[config.mk]
export PLATFORM = sky130hd
export DESIGN_NAME = rate_field_encoder_flat
export DESIGN_NICKNAME = d
export VERILOG_FILES = /design/src/common/rate_codec_pkg.sv /design/src/common/rate_link_if.sv /design/src/rtl/rate_field_encoder.sv /design/src/flat_wrapper.sv
export SDC_FILE = /design/constraint.sdc
export NUM_CORES = 1
export LEC_CHECK = 0
export BUFFER_PORTS_ARGS = -buffer_cell sky130_fd_sc_hd__buf_2
export CAP_MARGIN = 20
export CORE_ASPECT_RATIO = 1.25
export CORE_MARGIN = 4
export CORE_UTILIZATION = 40
export CTS_CLUSTER_DIAMETER = 100
export DETAILED_ROUTE_END_ITERATION = 10
export GPL_TIMING_DRIVEN = 0
export HOLD_SLACK_MARGIN = 0.08
export PLACE_DENSITY_LB_ADDON = 0.12
export SKIP_CTS_REPAIR_TIMING = 1
export SYNTH_ARGS = -nofsm -noshare
export SYNTH_HDL_FRONTEND = slang
export SYNTH_SLANG_ARGS = --single-unit
export TNS_END_PERCENT = 1
[constraint.sdc]
create_clock -name core_clk_i -period 3.9 [get_ports core_clk_i]
set_input_delay 0.585 -clock core_clk_i [delete_from_list [all_inputs] [get_ports core_clk_i]]
set_output_delay 0.585 -clock core_clk_i [all_outputs]
set_load 0.01 [all_outputs]
[src/common/rate_codec_pkg.sv]
// package with octet layout constants for the training rate field codec
// Functional notes
// RQ1 - group first octet bits 1-3 carry top bits
// RQ2 - first octet bits 4-6 reserved, never interpreted
// RQ3 - octets 2-4 carry low six bits
// RQ4 - rate value is seven bits, top plus six
// RQ5 - extended range j uses octets j*4-3..j*4
// RQ6 - separate 16-level and 32-level rate groups
// RQ7 - encoder sends ascending order, min not above max; a range with min above max is still sent unchanged and only flagged
`default_nettype none
package rate_codec_pkg;
  // octets in one rate group
  localparam int unsigned GROUP_OCTETS = 4;
  // rate ranges kept per modulation (base plus extended)
  localparam int unsigned RANGES = 4;
  // width of a rate value
  localparam int unsigned RATE_W = 7;
  // width of an octet
  localparam int unsigned OCTET_W = 8;
  // bit positions (bit 1 of the octet is index 0)
  localparam int unsigned MIN_TOP_POS = 0;
  localparam int unsigned MAX_TOP_POS = 1;
  localparam int unsigned STEP_TOP_POS = 2;
  localparam int unsigned LOW_W = 6;
  // modulation selectors
  localparam logic MOD_16 = 1'b0;
  localparam logic MOD_32 = 1'b1;
  // octet index within a group
  localparam logic [1:0] IDX_TOP = 2'h0;
  localparam logic [1:0] IDX_MIN = 2'h1;
  localparam logic [1:0] IDX_MAX = 2'h2;
  localparam logic [1:0] IDX_STEP = 2'h3;
  // total octets in one modulation field
  localparam int unsigned FIELD_OCTETS = GROUP_OCTETS * RANGES;

  // one range of rates
  typedef struct packed {
    logic [RATE_W-1:0] min_rate;
    logic [RATE_W-1:0] max_rate;
    logic [RATE_W-1:0] step_rate;
  } rate_range_t;
endpackage
`default_nettype wire

[src/common/rate_link_if.sv]
// interface carrying the level-3 parameter octet stream between the two ends
`timescale 1ns/100ps
`default_nettype none
interface rate_link_if;
  // octet strobe, octet value, modulation, range index, octet index, last flag
  logic valid;
  logic [7:0] level3_parameter_octet;
  logic modulation;
  logic [1:0] range_idx;
  logic [1:0] octet_idx;
  logic last;
  // device end drives the stream
  modport device (output valid, level3_parameter_octet, modulation, range_idx,
    octet_idx, last);
  // remote end listens
  modport remote (input valid, level3_parameter_octet, modulation, range_idx,
    octet_idx, last);
endinterface
`default_nettype wire

[src/rtl/rate_field_encoder.sv]
// device end: builds the training rate octets for both modulations
`timescale 1ns/100ps
`default_nettype none
module rate_field_encoder (
  // clock and asynchronous active-low reset
  input wire logic core_clk_i,
  input wire logic reset_n_i,
  // start request, taken only while idle
  input wire logic start_i,
  // range enables, bit k for range k; bit 0 is unused, the base range is always sent
  input wire logic [3:0] range_en16_i,
  input wire logic [3:0] range_en32_i,
  // ranges to advertise per modulation, index 0 is the base range
  input wire rate_codec_pkg::rate_range_t [3:0] ranges16_i,
  input wire rate_codec_pkg::rate_range_t [3:0] ranges32_i,
  // status
  output logic busy_o,
  output logic done_o,
  output logic bad_range_o,
  // octet stream to the far end
  rate_link_if.device link
);
  // sequencer states: idle waits for a start, send walks the octets,
  // finish spends one cycle so that the done pulse follows the last octet
  typedef enum logic [1:0] {IDLE, SEND, FINISH} enc_state_t;

  // RQ1 RQ2 top-bit octet
  // first octet of a group: the top bit of each value in bits 1 to 3;
  // the upper bits stay zero, bits 4 to 6 are reserved and carry nothing
  function automatic logic [7:0] top_octet(input rate_codec_pkg::rate_range_t r);
    logic [7:0] o; // octet under construction
    o = 8'h00;
    o[rate_codec_pkg::MIN_TOP_POS] = r.min_rate[rate_codec_pkg::RATE_W-1];
    o[rate_codec_pkg::MAX_TOP_POS] = r.max_rate[rate_codec_pkg::RATE_W-1];
    o[rate_codec_pkg::STEP_TOP_POS] = r.step_rate[rate_codec_pkg::RATE_W-1];
    return o;
  endfunction

  // RQ3 RQ4 low-bit octet
  // six low bits of one value; its top bit travels in the first octet
  // of the group, and bits 7 and 8 stay zero
  function automatic logic [7:0] low_octet(input logic [6:0] v);
    return {2'h0, v[5:0]};
  endfunction

  // sequencer state and its next value
  enc_state_t state_reg, state_next;
  // field position: modulation, range and octet slot being built
  logic mod_reg; // modulation being sent
  logic [1:0] rng_reg; // range index being sent
  logic [1:0] oct_reg; // octet index in group
  // decoded view of the current slot
  rate_codec_pkg::rate_range_t cur_range; // selected range
  logic [3:0] cur_en; // enables of current modulation
  logic [7:0] octet_sel; // octet for the current slot
  logic range_ok; // min not above max
  logic group_end; // last octet of a group
  logic mod_end; // last enabled range of this modulation

  // link outputs, registered so the far end sees clean octets
  logic [7:0] octet_reg; // octet on the link
  logic valid_reg; // octet strobe
  logic last_reg; // step octet of the last range of a modulation
  logic mod_q; // modulation tag of the octet on the link
  logic [1:0] rng_q; // range tag of the octet on the link
  logic [1:0] oct_q; // slot tag of the octet on the link

  // status outputs
  logic done_reg; // one-cycle end of field
  logic bad_reg; // sticky min above max seen

  // pick the active range and its enables from the modulation being sent
  assign cur_range = (mod_reg == rate_codec_pkg::MOD_32) ? ranges32_i[rng_reg] :
    ranges16_i[rng_reg];
  assign cur_en = (mod_reg == rate_codec_pkg::MOD_32) ? range_en32_i : range_en16_i;
  // RQ7 min check
  // a range with min above max is still sent unchanged, only flagged
  assign range_ok = cur_range.min_rate <= cur_range.max_rate;
  // RQ1 RQ3 slot select
  // top octet first, then the low bits of minimum, maximum and step
  assign octet_sel = (oct_reg == rate_codec_pkg::IDX_TOP) ? top_octet(cur_range) :
    (oct_reg == rate_codec_pkg::IDX_MIN) ? low_octet(cur_range.min_rate) :
    (oct_reg == rate_codec_pkg::IDX_MAX) ? low_octet(cur_range.max_rate) :
    low_octet(cur_range.step_rate);
  // the step octet closes a group
  assign group_end = oct_reg == rate_codec_pkg::IDX_STEP;
  // RQ5 extended ranges follow while enabled
  // one modulation ends at the last index or at the first clear enable;
  // enables above a clear one are never looked at
  assign mod_end = (rng_reg == 2'(rate_codec_pkg::RANGES - 1)) || !cur_en[rng_reg + 2'h1];

  // next state: a start is taken only in idle, and one that comes
  // while busy is dropped without any sign
  always_comb begin
    state_next = state_reg;
    case (state_reg)
      IDLE: begin
        // start accepted only when idle
        // start may be a pulse or a level
        if (start_i) begin
          state_next = SEND;
        end
      end
      SEND: begin
        // finish after the last group of the 32-level field
        // the 16-level field always comes first
        if (group_end && mod_end && mod_reg == rate_codec_pkg::MOD_32) begin
          state_next = FINISH;
        end
      end
      // one cycle for the done pulse, then back to idle
      FINISH: state_next = IDLE;
      // unused code falls back to idle
      default: state_next = IDLE;
    endcase
  end

  // state register
  // reset returns the sequencer to idle at once, in mid-field too
  always_ff @(posedge core_clk_i or negedge reset_n_i) begin
    if (!reset_n_i) begin
      state_reg <= IDLE;
    end else begin
      state_reg <= state_next;
    end
  end

  // RQ6 RQ7 octet walk
  // ascending octets and ranges, the 16-level field before the 32-level one
  always_ff @(posedge core_clk_i or negedge reset_n_i) begin
    if (!reset_n_i) begin
      // field starts on the 16-level base range
      mod_reg <= rate_codec_pkg::MOD_16;
      rng_reg <= 2'h0;
      oct_reg <= 2'h0;
    end else if (state_reg != SEND) begin
      // outside send the walk waits at the start of the field
      mod_reg <= rate_codec_pkg::MOD_16;
      rng_reg <= 2'h0;
      oct_reg <= 2'h0;
    end else if (!group_end) begin
      // next octet of the same group
      oct_reg <= oct_reg + 2'h1;
    end else if (mod_end) begin
      // move to the other modulation
      mod_reg <= rate_codec_pkg::MOD_32;
      rng_reg <= 2'h0;
      oct_reg <= 2'h0;
    end else begin
      // next extended range of the same modulation
      rng_reg <= rng_reg + 2'h1;
      oct_reg <= 2'h0;
    end
  end

  // registered link outputs
  // the tags travel with the octet so that the far end can place it
  always_ff @(posedge core_clk_i or negedge reset_n_i) begin
    if (!reset_n_i) begin
      // link quiet during reset
      valid_reg <= 1'b0;
      octet_reg <= 8'h00;
      last_reg <= 1'b0;
      mod_q <= 1'b0;
      rng_q <= 2'h0;
      oct_q <= 2'h0;
    end else begin
      // one octet per cycle while sending
      valid_reg <= state_reg == SEND;
      octet_reg <= octet_sel;
      last_reg <= state_reg == SEND && group_end && mod_end;
      mod_q <= mod_reg;
      rng_q <= rng_reg;
      oct_q <= oct_reg;
    end
  end

  // done pulse and sticky range fault for the run
  always_ff @(posedge core_clk_i or negedge reset_n_i) begin
    if (!reset_n_i) begin
      done_reg <= 1'b0;
      bad_reg <= 1'b0;
    end else begin
      // done follows the finish state
      done_reg <= state_reg == FINISH;
      if (state_reg == IDLE && start_i) begin
        // a taken start clears the flag of the last field
        bad_reg <= 1'b0;
      end else if (state_reg == SEND && !range_ok) begin
        // RQ7 flag min above max
        bad_reg <= 1'b1;
      end
    end
  end

  // link drive, straight from the registers
  assign link.valid = valid_reg;
  assign link.level3_parameter_octet = octet_reg;
  assign link.modulation = mod_q;
  assign link.range_idx = rng_q;
  assign link.octet_idx = oct_q;
  assign link.last = last_reg;

  // status outputs; busy rises the cycle after a start is taken
  assign busy_o = state_reg != IDLE;
  assign done_o = done_reg;
  assign bad_range_o = bad_reg;
endmodule
`default_nettype wire
[src/flat_wrapper.sv]
// flat-port wrapper written by rule: the top's interface ports become plain ports
module rate_field_encoder_flat 
  (core_clk_i, reset_n_i, start_i, range_en16_i, range_en32_i, ranges16_i, ranges32_i, busy_o, done_o, bad_range_o, link_valid, link_level3_parameter_octet, link_modulation, link_range_idx, link_octet_idx, link_last);
  rate_link_if link_i ();
  input wire logic core_clk_i;
  input wire logic reset_n_i;
  input wire logic start_i;
  input wire logic [3:0] range_en16_i;
  input wire logic [3:0] range_en32_i;
  input wire rate_codec_pkg::rate_range_t [3:0] ranges16_i;
  input wire rate_codec_pkg::rate_range_t [3:0] ranges32_i;
  output logic busy_o;
  output logic done_o;
  output logic bad_range_o;
  output wire logic [$bits(link_i.valid)-1:0] link_valid;
  output wire logic [$bits(link_i.level3_parameter_octet)-1:0] link_level3_parameter_octet;
  output wire logic [$bits(link_i.modulation)-1:0] link_modulation;
  output wire logic [$bits(link_i.range_idx)-1:0] link_range_idx;
  output wire logic [$bits(link_i.octet_idx)-1:0] link_octet_idx;
  output wire logic [$bits(link_i.last)-1:0] link_last;
  assign link_valid = link_i.valid;
  assign link_level3_parameter_octet = link_i.level3_parameter_octet;
  assign link_modulation = link_i.modulation;
  assign link_range_idx = link_i.range_idx;
  assign link_octet_idx = link_i.octet_idx;
  assign link_last = link_i.last;
  rate_field_encoder u_core (.core_clk_i(core_clk_i), .reset_n_i(reset_n_i), .start_i(start_i), .range_en16_i(range_en16_i), .range_en32_i(range_en32_i), .ranges16_i(ranges16_i), .ranges32_i(ranges32_i), .busy_o(busy_o), .done_o(done_o), .bad_range_o(bad_range_o), .link(link_i));
endmodule
### After elaboration in Yosys (flattened, before gate mapping)

Index checks and enable logic that the tools add are counted.

* bits in registers: 24
* bits of input ports: 179
* output and inout bits: 18
* word-level logic and storage cells: 67

* add/subtract/negate cells: 2
* order comparisons: 3
* equal/unequal tests: 9
* multiplexer cells: 24
* reductions and logical operators: 17

Operators with widths (number)
* binary-select mux 21 bit (select 2 bit): 2
* two-way mux 21 bit: 3
* two-way mux 8 bit: 2
* two-way mux 2 bit: 7
* == test 2 bit, second input constant: 4
* nonzero test 2 bit: 4
* less-or-equal comparator 7 bit: 1
* logical AND 1 bit: 6
* < comparator 2 x 3 -> 1 bit, second input constant: 2
* two-way mux 1 bit: 6
* two-way mux 6 bit: 1
* adder 2 x 1 -> 2 bit, second input constant: 2
* == test 2 x 1 -> 1 bit, second input constant: 2
* logical NOT 2 bit: 2
* two-way mux 4 bit: 1
* inequality test 2 x 1 -> 1 bit, second input constant: 2
* one-hot mux 2 bit (2 select lines): 1
* AND reduction 2 bit: 2
* binary-select mux 1 bit (select 2 bit): 1
* logical NOT 1 bit: 2
* inequality test 2 bit, second input constant: 1
* logical OR 1 bit: 1

### Longest topological paths before layout

* word-level depth: 9
* gate-level depth with buffers: 11
* gate-level depth less buffers: 8

### Worst setup path before layout

Ideal clock, no wire load.

* path type: reg-to-reg
* from: register u_core.rng_reg[0]
* to: register u_core.bad_reg, in the netlist u_core.bad_range_o
* setup time: 0.082 ns
* data arrival time: 2.400 ns
* path slack: 1.418 ns
* cell stages (with the launch flop): 11
* path buffers: 3
* period minus slack after synthesis: 2.482 ns
* cells stage by stage: dfrtp_1 > buf_6 > buf_8 > buf_4 > mux4_2 > mux2i_1 > ha_1 > and4_1 > a41oi_1 > o22ai_1 > a31oi_1

* cells in the longest elaborated chain, start to end: 7

Ends and longest elaborated chain
* start, declared: RTL line rate_field_encoder.sv:50 `logic [1:0] rng_reg;`
* start signal, assigned: RTL line rate_field_encoder.sv:151 `rng_reg <= rng_reg + 2'h1;`
* binary-select mux 21 bit (select 2 bit), on equally long branches: RTL line rate_field_encoder.sv:74, rate_field_encoder.sv:73
* two-way mux 21 bit, on equally long branches: RTL line rate_field_encoder.sv:74, rate_field_encoder.sv:73
* two-way mux 21 bit *: RTL line rate_field_encoder.sv:73 `assign cur_range = (mod_reg == rate_codec_pkg::MOD_32) ? ranges32_i[rng_reg] :`
* less-or-equal comparator 7 bit *: RTL line rate_field_encoder.sv:78 `assign range_ok = cur_range.min_rate <= cur_range.max_rate;`
* logical NOT 1 bit *: RTL line rate_field_encoder.sv:189 `end else if (state_reg == SEND && !range_ok) begin`
* logical AND 1 bit *: RTL line rate_field_encoder.sv:189
* nonzero test 2 bit (no line) *
* end signal, assigned: RTL line rate_field_encoder.sv:182 `bad_reg <= 1'b0;`
* end signal, assigned: RTL line rate_field_encoder.sv:188 `bad_reg <= 1'b0;`
* end signal, assigned: RTL line rate_field_encoder.sv:191 `bad_reg <= 1'b1;`
* end, declared: RTL line rate_field_encoder.sv:70 `logic bad_reg;`

Every way passes the cells marked *; elsewhere a longest branch is shown, timed or not. The select of a mux whose other input is x is not followed.
A chain may end at the register's enable or synchronous reset.

### Final worst setup path

* from: register u_core.mod_reg
* to: register u_core.bad_reg, in the netlist u_core.bad_range_o

* cells in the longest elaborated chain, start to end: 5

Ends and longest elaborated chain
* start, declared: RTL line rate_field_encoder.sv:49 `logic mod_reg;`
* start signal, assigned: RTL line rate_field_encoder.sv:133 `mod_reg <= rate_codec_pkg::MOD_16;`
* start signal, assigned: RTL line rate_field_encoder.sv:138 `mod_reg <= rate_codec_pkg::MOD_16;`
* start signal, assigned: RTL line rate_field_encoder.sv:146 `mod_reg <= rate_codec_pkg::MOD_32;`
* two-way mux 21 bit: RTL line rate_field_encoder.sv:73
* less-or-equal comparator 7 bit: RTL line rate_field_encoder.sv:78
* logical NOT 1 bit: RTL line rate_field_encoder.sv:189
* logical AND 1 bit: RTL line rate_field_encoder.sv:189
* nonzero test 2 bit (no line)

Every way passes these cells.

==> summary.md <==
| Metric | Value |
|---|---|
| Clk pin slew, worst setup/hold paths | `0.07 ns` |
| Vias | `2480` |
| Fill cell count | `531` |
| Synth Instances | `188` |
| H-tree depth | `1` |
| Area grow syn2layout | `45.43%` |
| Hold Vio Cnt, Final | `0` |
| Initial antenna violation count | `1` |
| Post-route antenna net violation count | `0` |
| TritonRoute pass-1 iters | `4` |
| Core ar. | `0.005896 sq mm` |
| RSZ-0062 raised after global routing | `no` |
| Max-cap violations | `0` |
| Die area | `0.007483 sq mm` |
| Yosys warning count | `0` |
| Synth area leaders | `mux4_2 (28%), dfrtp_1 (22%), mux4_1 (15%), ha_1 (6.1%), mux2i_1 (3.7%)` |
| IO Count | `197` |
| Net load switching power | `0.8116 mW` |
| Worst-path fanout max | `10` |
| Largest net degree at the start of global routing | `23` |
| Worst Skew | `0.001845 ns` |
| Register area share after synthesis | `22.36%` |
| Setup violators final | `0` |
| Outcome | `completed` |
| Synth Register Bits | `22` |
| Distinct cells, synth | `39` |
| Maximum vdd drop | `242.7 uV` |
| Area after DPL | `0.003540 sq mm` |
| Post-route clock period utilization | `73.81%` |
| Grt ovf | `0` |
| Initial Utilization | `41.77%` |
| Primary FF master, synth | `dfrtp_1` |
| Crit path required time | `4.08 ns` |
| Startpoint Class | `flop` |
| CTS Root Cell | `clkbuf_8` |
| Most frequent cells in the layout | `buf_2 (198), mux4_2 (31), dfrtp_1 (22)` |
| Final wirelength | `8198 um` |
| Sw frac | `41.72%` |
| Clock share of power | `6.7%` |
| R2R setup slack | `1.02 ns` |
| TritonCTS clock tree | `yes` |
| Clock Tree Buf Depth | `2` |
| Clock Latency Late Sink | `0.25 ns` |
| Area fraction of the dominant cell type after synthesis | `28.35%` |
| Die Wd | `78.18 um` |
| Largest area contributor in the netlist | `mux4_2` |
| Slew @ Worst Pin | `0.6259 ns` |
| Die Y | `95.72 um` |
| Util after Layout | `60.74%` |
| ANT cells | `0` |
| R2R Path End | `u_core.bad_range_o$_DFFE_PN0P_` |
| Combinational share of power | `74.3%` |
| Critical path class | `flop to flop` |
| Synthesized area | `0.002462 sq mm` |
| CTS sink count | `22` |
| Hold crit path type | `input pin to asynchronous set/reset pin` |
| Origin of the critical flop-to-flop path | `u_core.mod_reg$_DFFE_PN0P_` |
| Drc violations | `0` |
| Asr flop ratio synth | `100.0%` |
| Leakage Power | `1.761 nW` |
| Number of synthesized flops with an enable pin | `0` |
| Vias/cell | `5.299` |
| Max Slew Vio Count | `0` |
| Pwr per Cell Area | `543.3 mW/mm^2` |
| Final hold slack | `0.2782 ns` |
| Fin area | `0.003581 sq mm` |
| Setup TNS | `0 ns` |
| Placer congestion estimate | `0.7973` |
| Max Fclk | `0.3474 GHz` |
| Arrival time worst endpoint | `3.05 ns` |
| Sequential power share | `19.0%` |
| Total Routing Usage GR | `21.11%` |
| DR WL/cell | `17.52 um` |
| # rows | `31` |
| Final min period | `2.879 ns` |
| Fraction of layout cells with a size suffix above 1 | `64.25%` |
| First-pass GRT wire length | `12230 um` |
| Nets@finish | `579` |
| Slew headroom | `58.27%` |
| Commonest non-fill, non-tap cell in the layout | `buf_2` |
| IO buf count | `194` |
| Initial detailed-routing violation count | `79` |
| Syn avg cell area | `13.10 sq um` |
| Crit end category | `flop` |
| Largest register FFs | `6` |
| CTS Buf Count | `3` |
| Pint | `1.134 mW` |
| Number of global-route vias before repair | `2647` |
| Dpl hpwl | `7368 um` |
| FF-to-FF path depth | `9` |
-- worst max-delay path by stage --
stage / startpoint / endpoint / slack [ns] / cells past startpoint
finish: u_core.mod_reg$_DFFE_PN0P_ / u_core.bad_range_o$_DFFE_PN0P_ / 1.02 / 9
global route: u_core.mod_reg$_DFFE_PN0P_ / u_core.bad_range_o$_DFFE_PN0P_ / 0.80 / 9
CTS: u_core.mod_reg$_DFFE_PN0P_ / u_core.bad_range_o$_DFFE_PN0P_ / 1.03 / 9
detailed placement: u_core.mod_reg$_DFFE_PN0P_ / u_core.bad_range_o$_DFFE_PN0P_ / 1.05 / 9
global placement: u_core.mod_reg$_DFFE_PN0P_ / u_core.bad_range_o$_DFFE_PN0P_ / 1.06 / 9
floorplan: u_core.rng_reg[0]$_DFFE_PN0P_ / u_core.bad_range_o$_DFFE_PN0P_ / 1.42 / 10
-- power by group through the flow --
stage | Sequential (mW) | Combinational (mW) | Clock (mW)
after detailed placement | 0.376 | 1.45 | 0
after global routing | 0.383 | 1.60 | 0.143
after floorplan | 0.400 | 1.02 | 0
after CTS | 0.371 | 1.45 | 0.134
after global placement | 0.375 | 1.43 | 0
final | 0.370 | 1.44 | 0.130
-- layout make-up --
cell class | instances | area [sq um] | share of cell area (%)
clock buffer | 3 | 41.29 | 1.153
multi-input combinational | 142 | 1775 | 49.58
timing repair buffer | 194 | 970.9 | 27.11
sequential | 22 | 550.5 | 15.37
inverter | 7 | 26.28 | 0.7338
buffer | 18 | 113.9 | 3.180
tap | 82 | 102.6 | 2.865
-- synthesized netlist by cell type (5+ instances only) --
| master | n |
|---|---|
| mux2i_1 | 9 |
| inv_1 | 7 |
| ha_1 | 12 |
| mux4_2 | 31 |
| dfrtp_1 | 22 |
| mux4_1 | 14 |
| o21ai_0 | 6 |
| clkbuf_1 | 5 |
| mux2_2 | 5 |
| a22oi_1 | 5 |
| nand2_1 | 13 |
| a21oi_1 | 6 |
| nand3_1 | 5 |
-- metal layers --
metal  track usage [%]  wire [um]  vias to the layer above
met5                 0          7                        -
met4             5.394         88                        2
met3             2.996        667                        8
met2             41.64       4594                      121
met1             23.76       2840                     1175
li1                  -          -                     1174
-- kinds of logic after synthesis --
| group | synth area share (%) |
|---|---|
| multiplexers | 49.24 |
| AND/OR/NAND/NOR | 7.622 |
| AO/OA/AOI/OAI | 8.842 |
| buffers and inverters | 5.691 |
| flip-flops | 22.36 |
| adder cells (fa/ha/maj) | 6.097 |
| other | 0.1523 |
-- critical path, cell delays in order (launching register included) --
cell,delay [ns]
dfrtp_1,0.48
inv_1,0.13
buf_2,0.28
buf_1,0.53
mux2i_1,0.35
ha_1,0.29
and4_1,0.23
a41oi_1,0.24
o22ai_1,0.12
a31oi_1,0.15
-- stage by stage --
step / worst slack, ns / total power [mW] / std cells
after global routing: 0.7975 / 2.125 / 468
after floorplan: 1.418 / 1.420 / 189
after CTS: 1.029 / 1.956 / 468
final: 1.021 / 1.945 / 468
after detailed placement: 1.051 / 1.821 / 465
after global placement: 1.056 / 1.803 / 465
No activity file was read; power rests on OpenSTA's default activity.
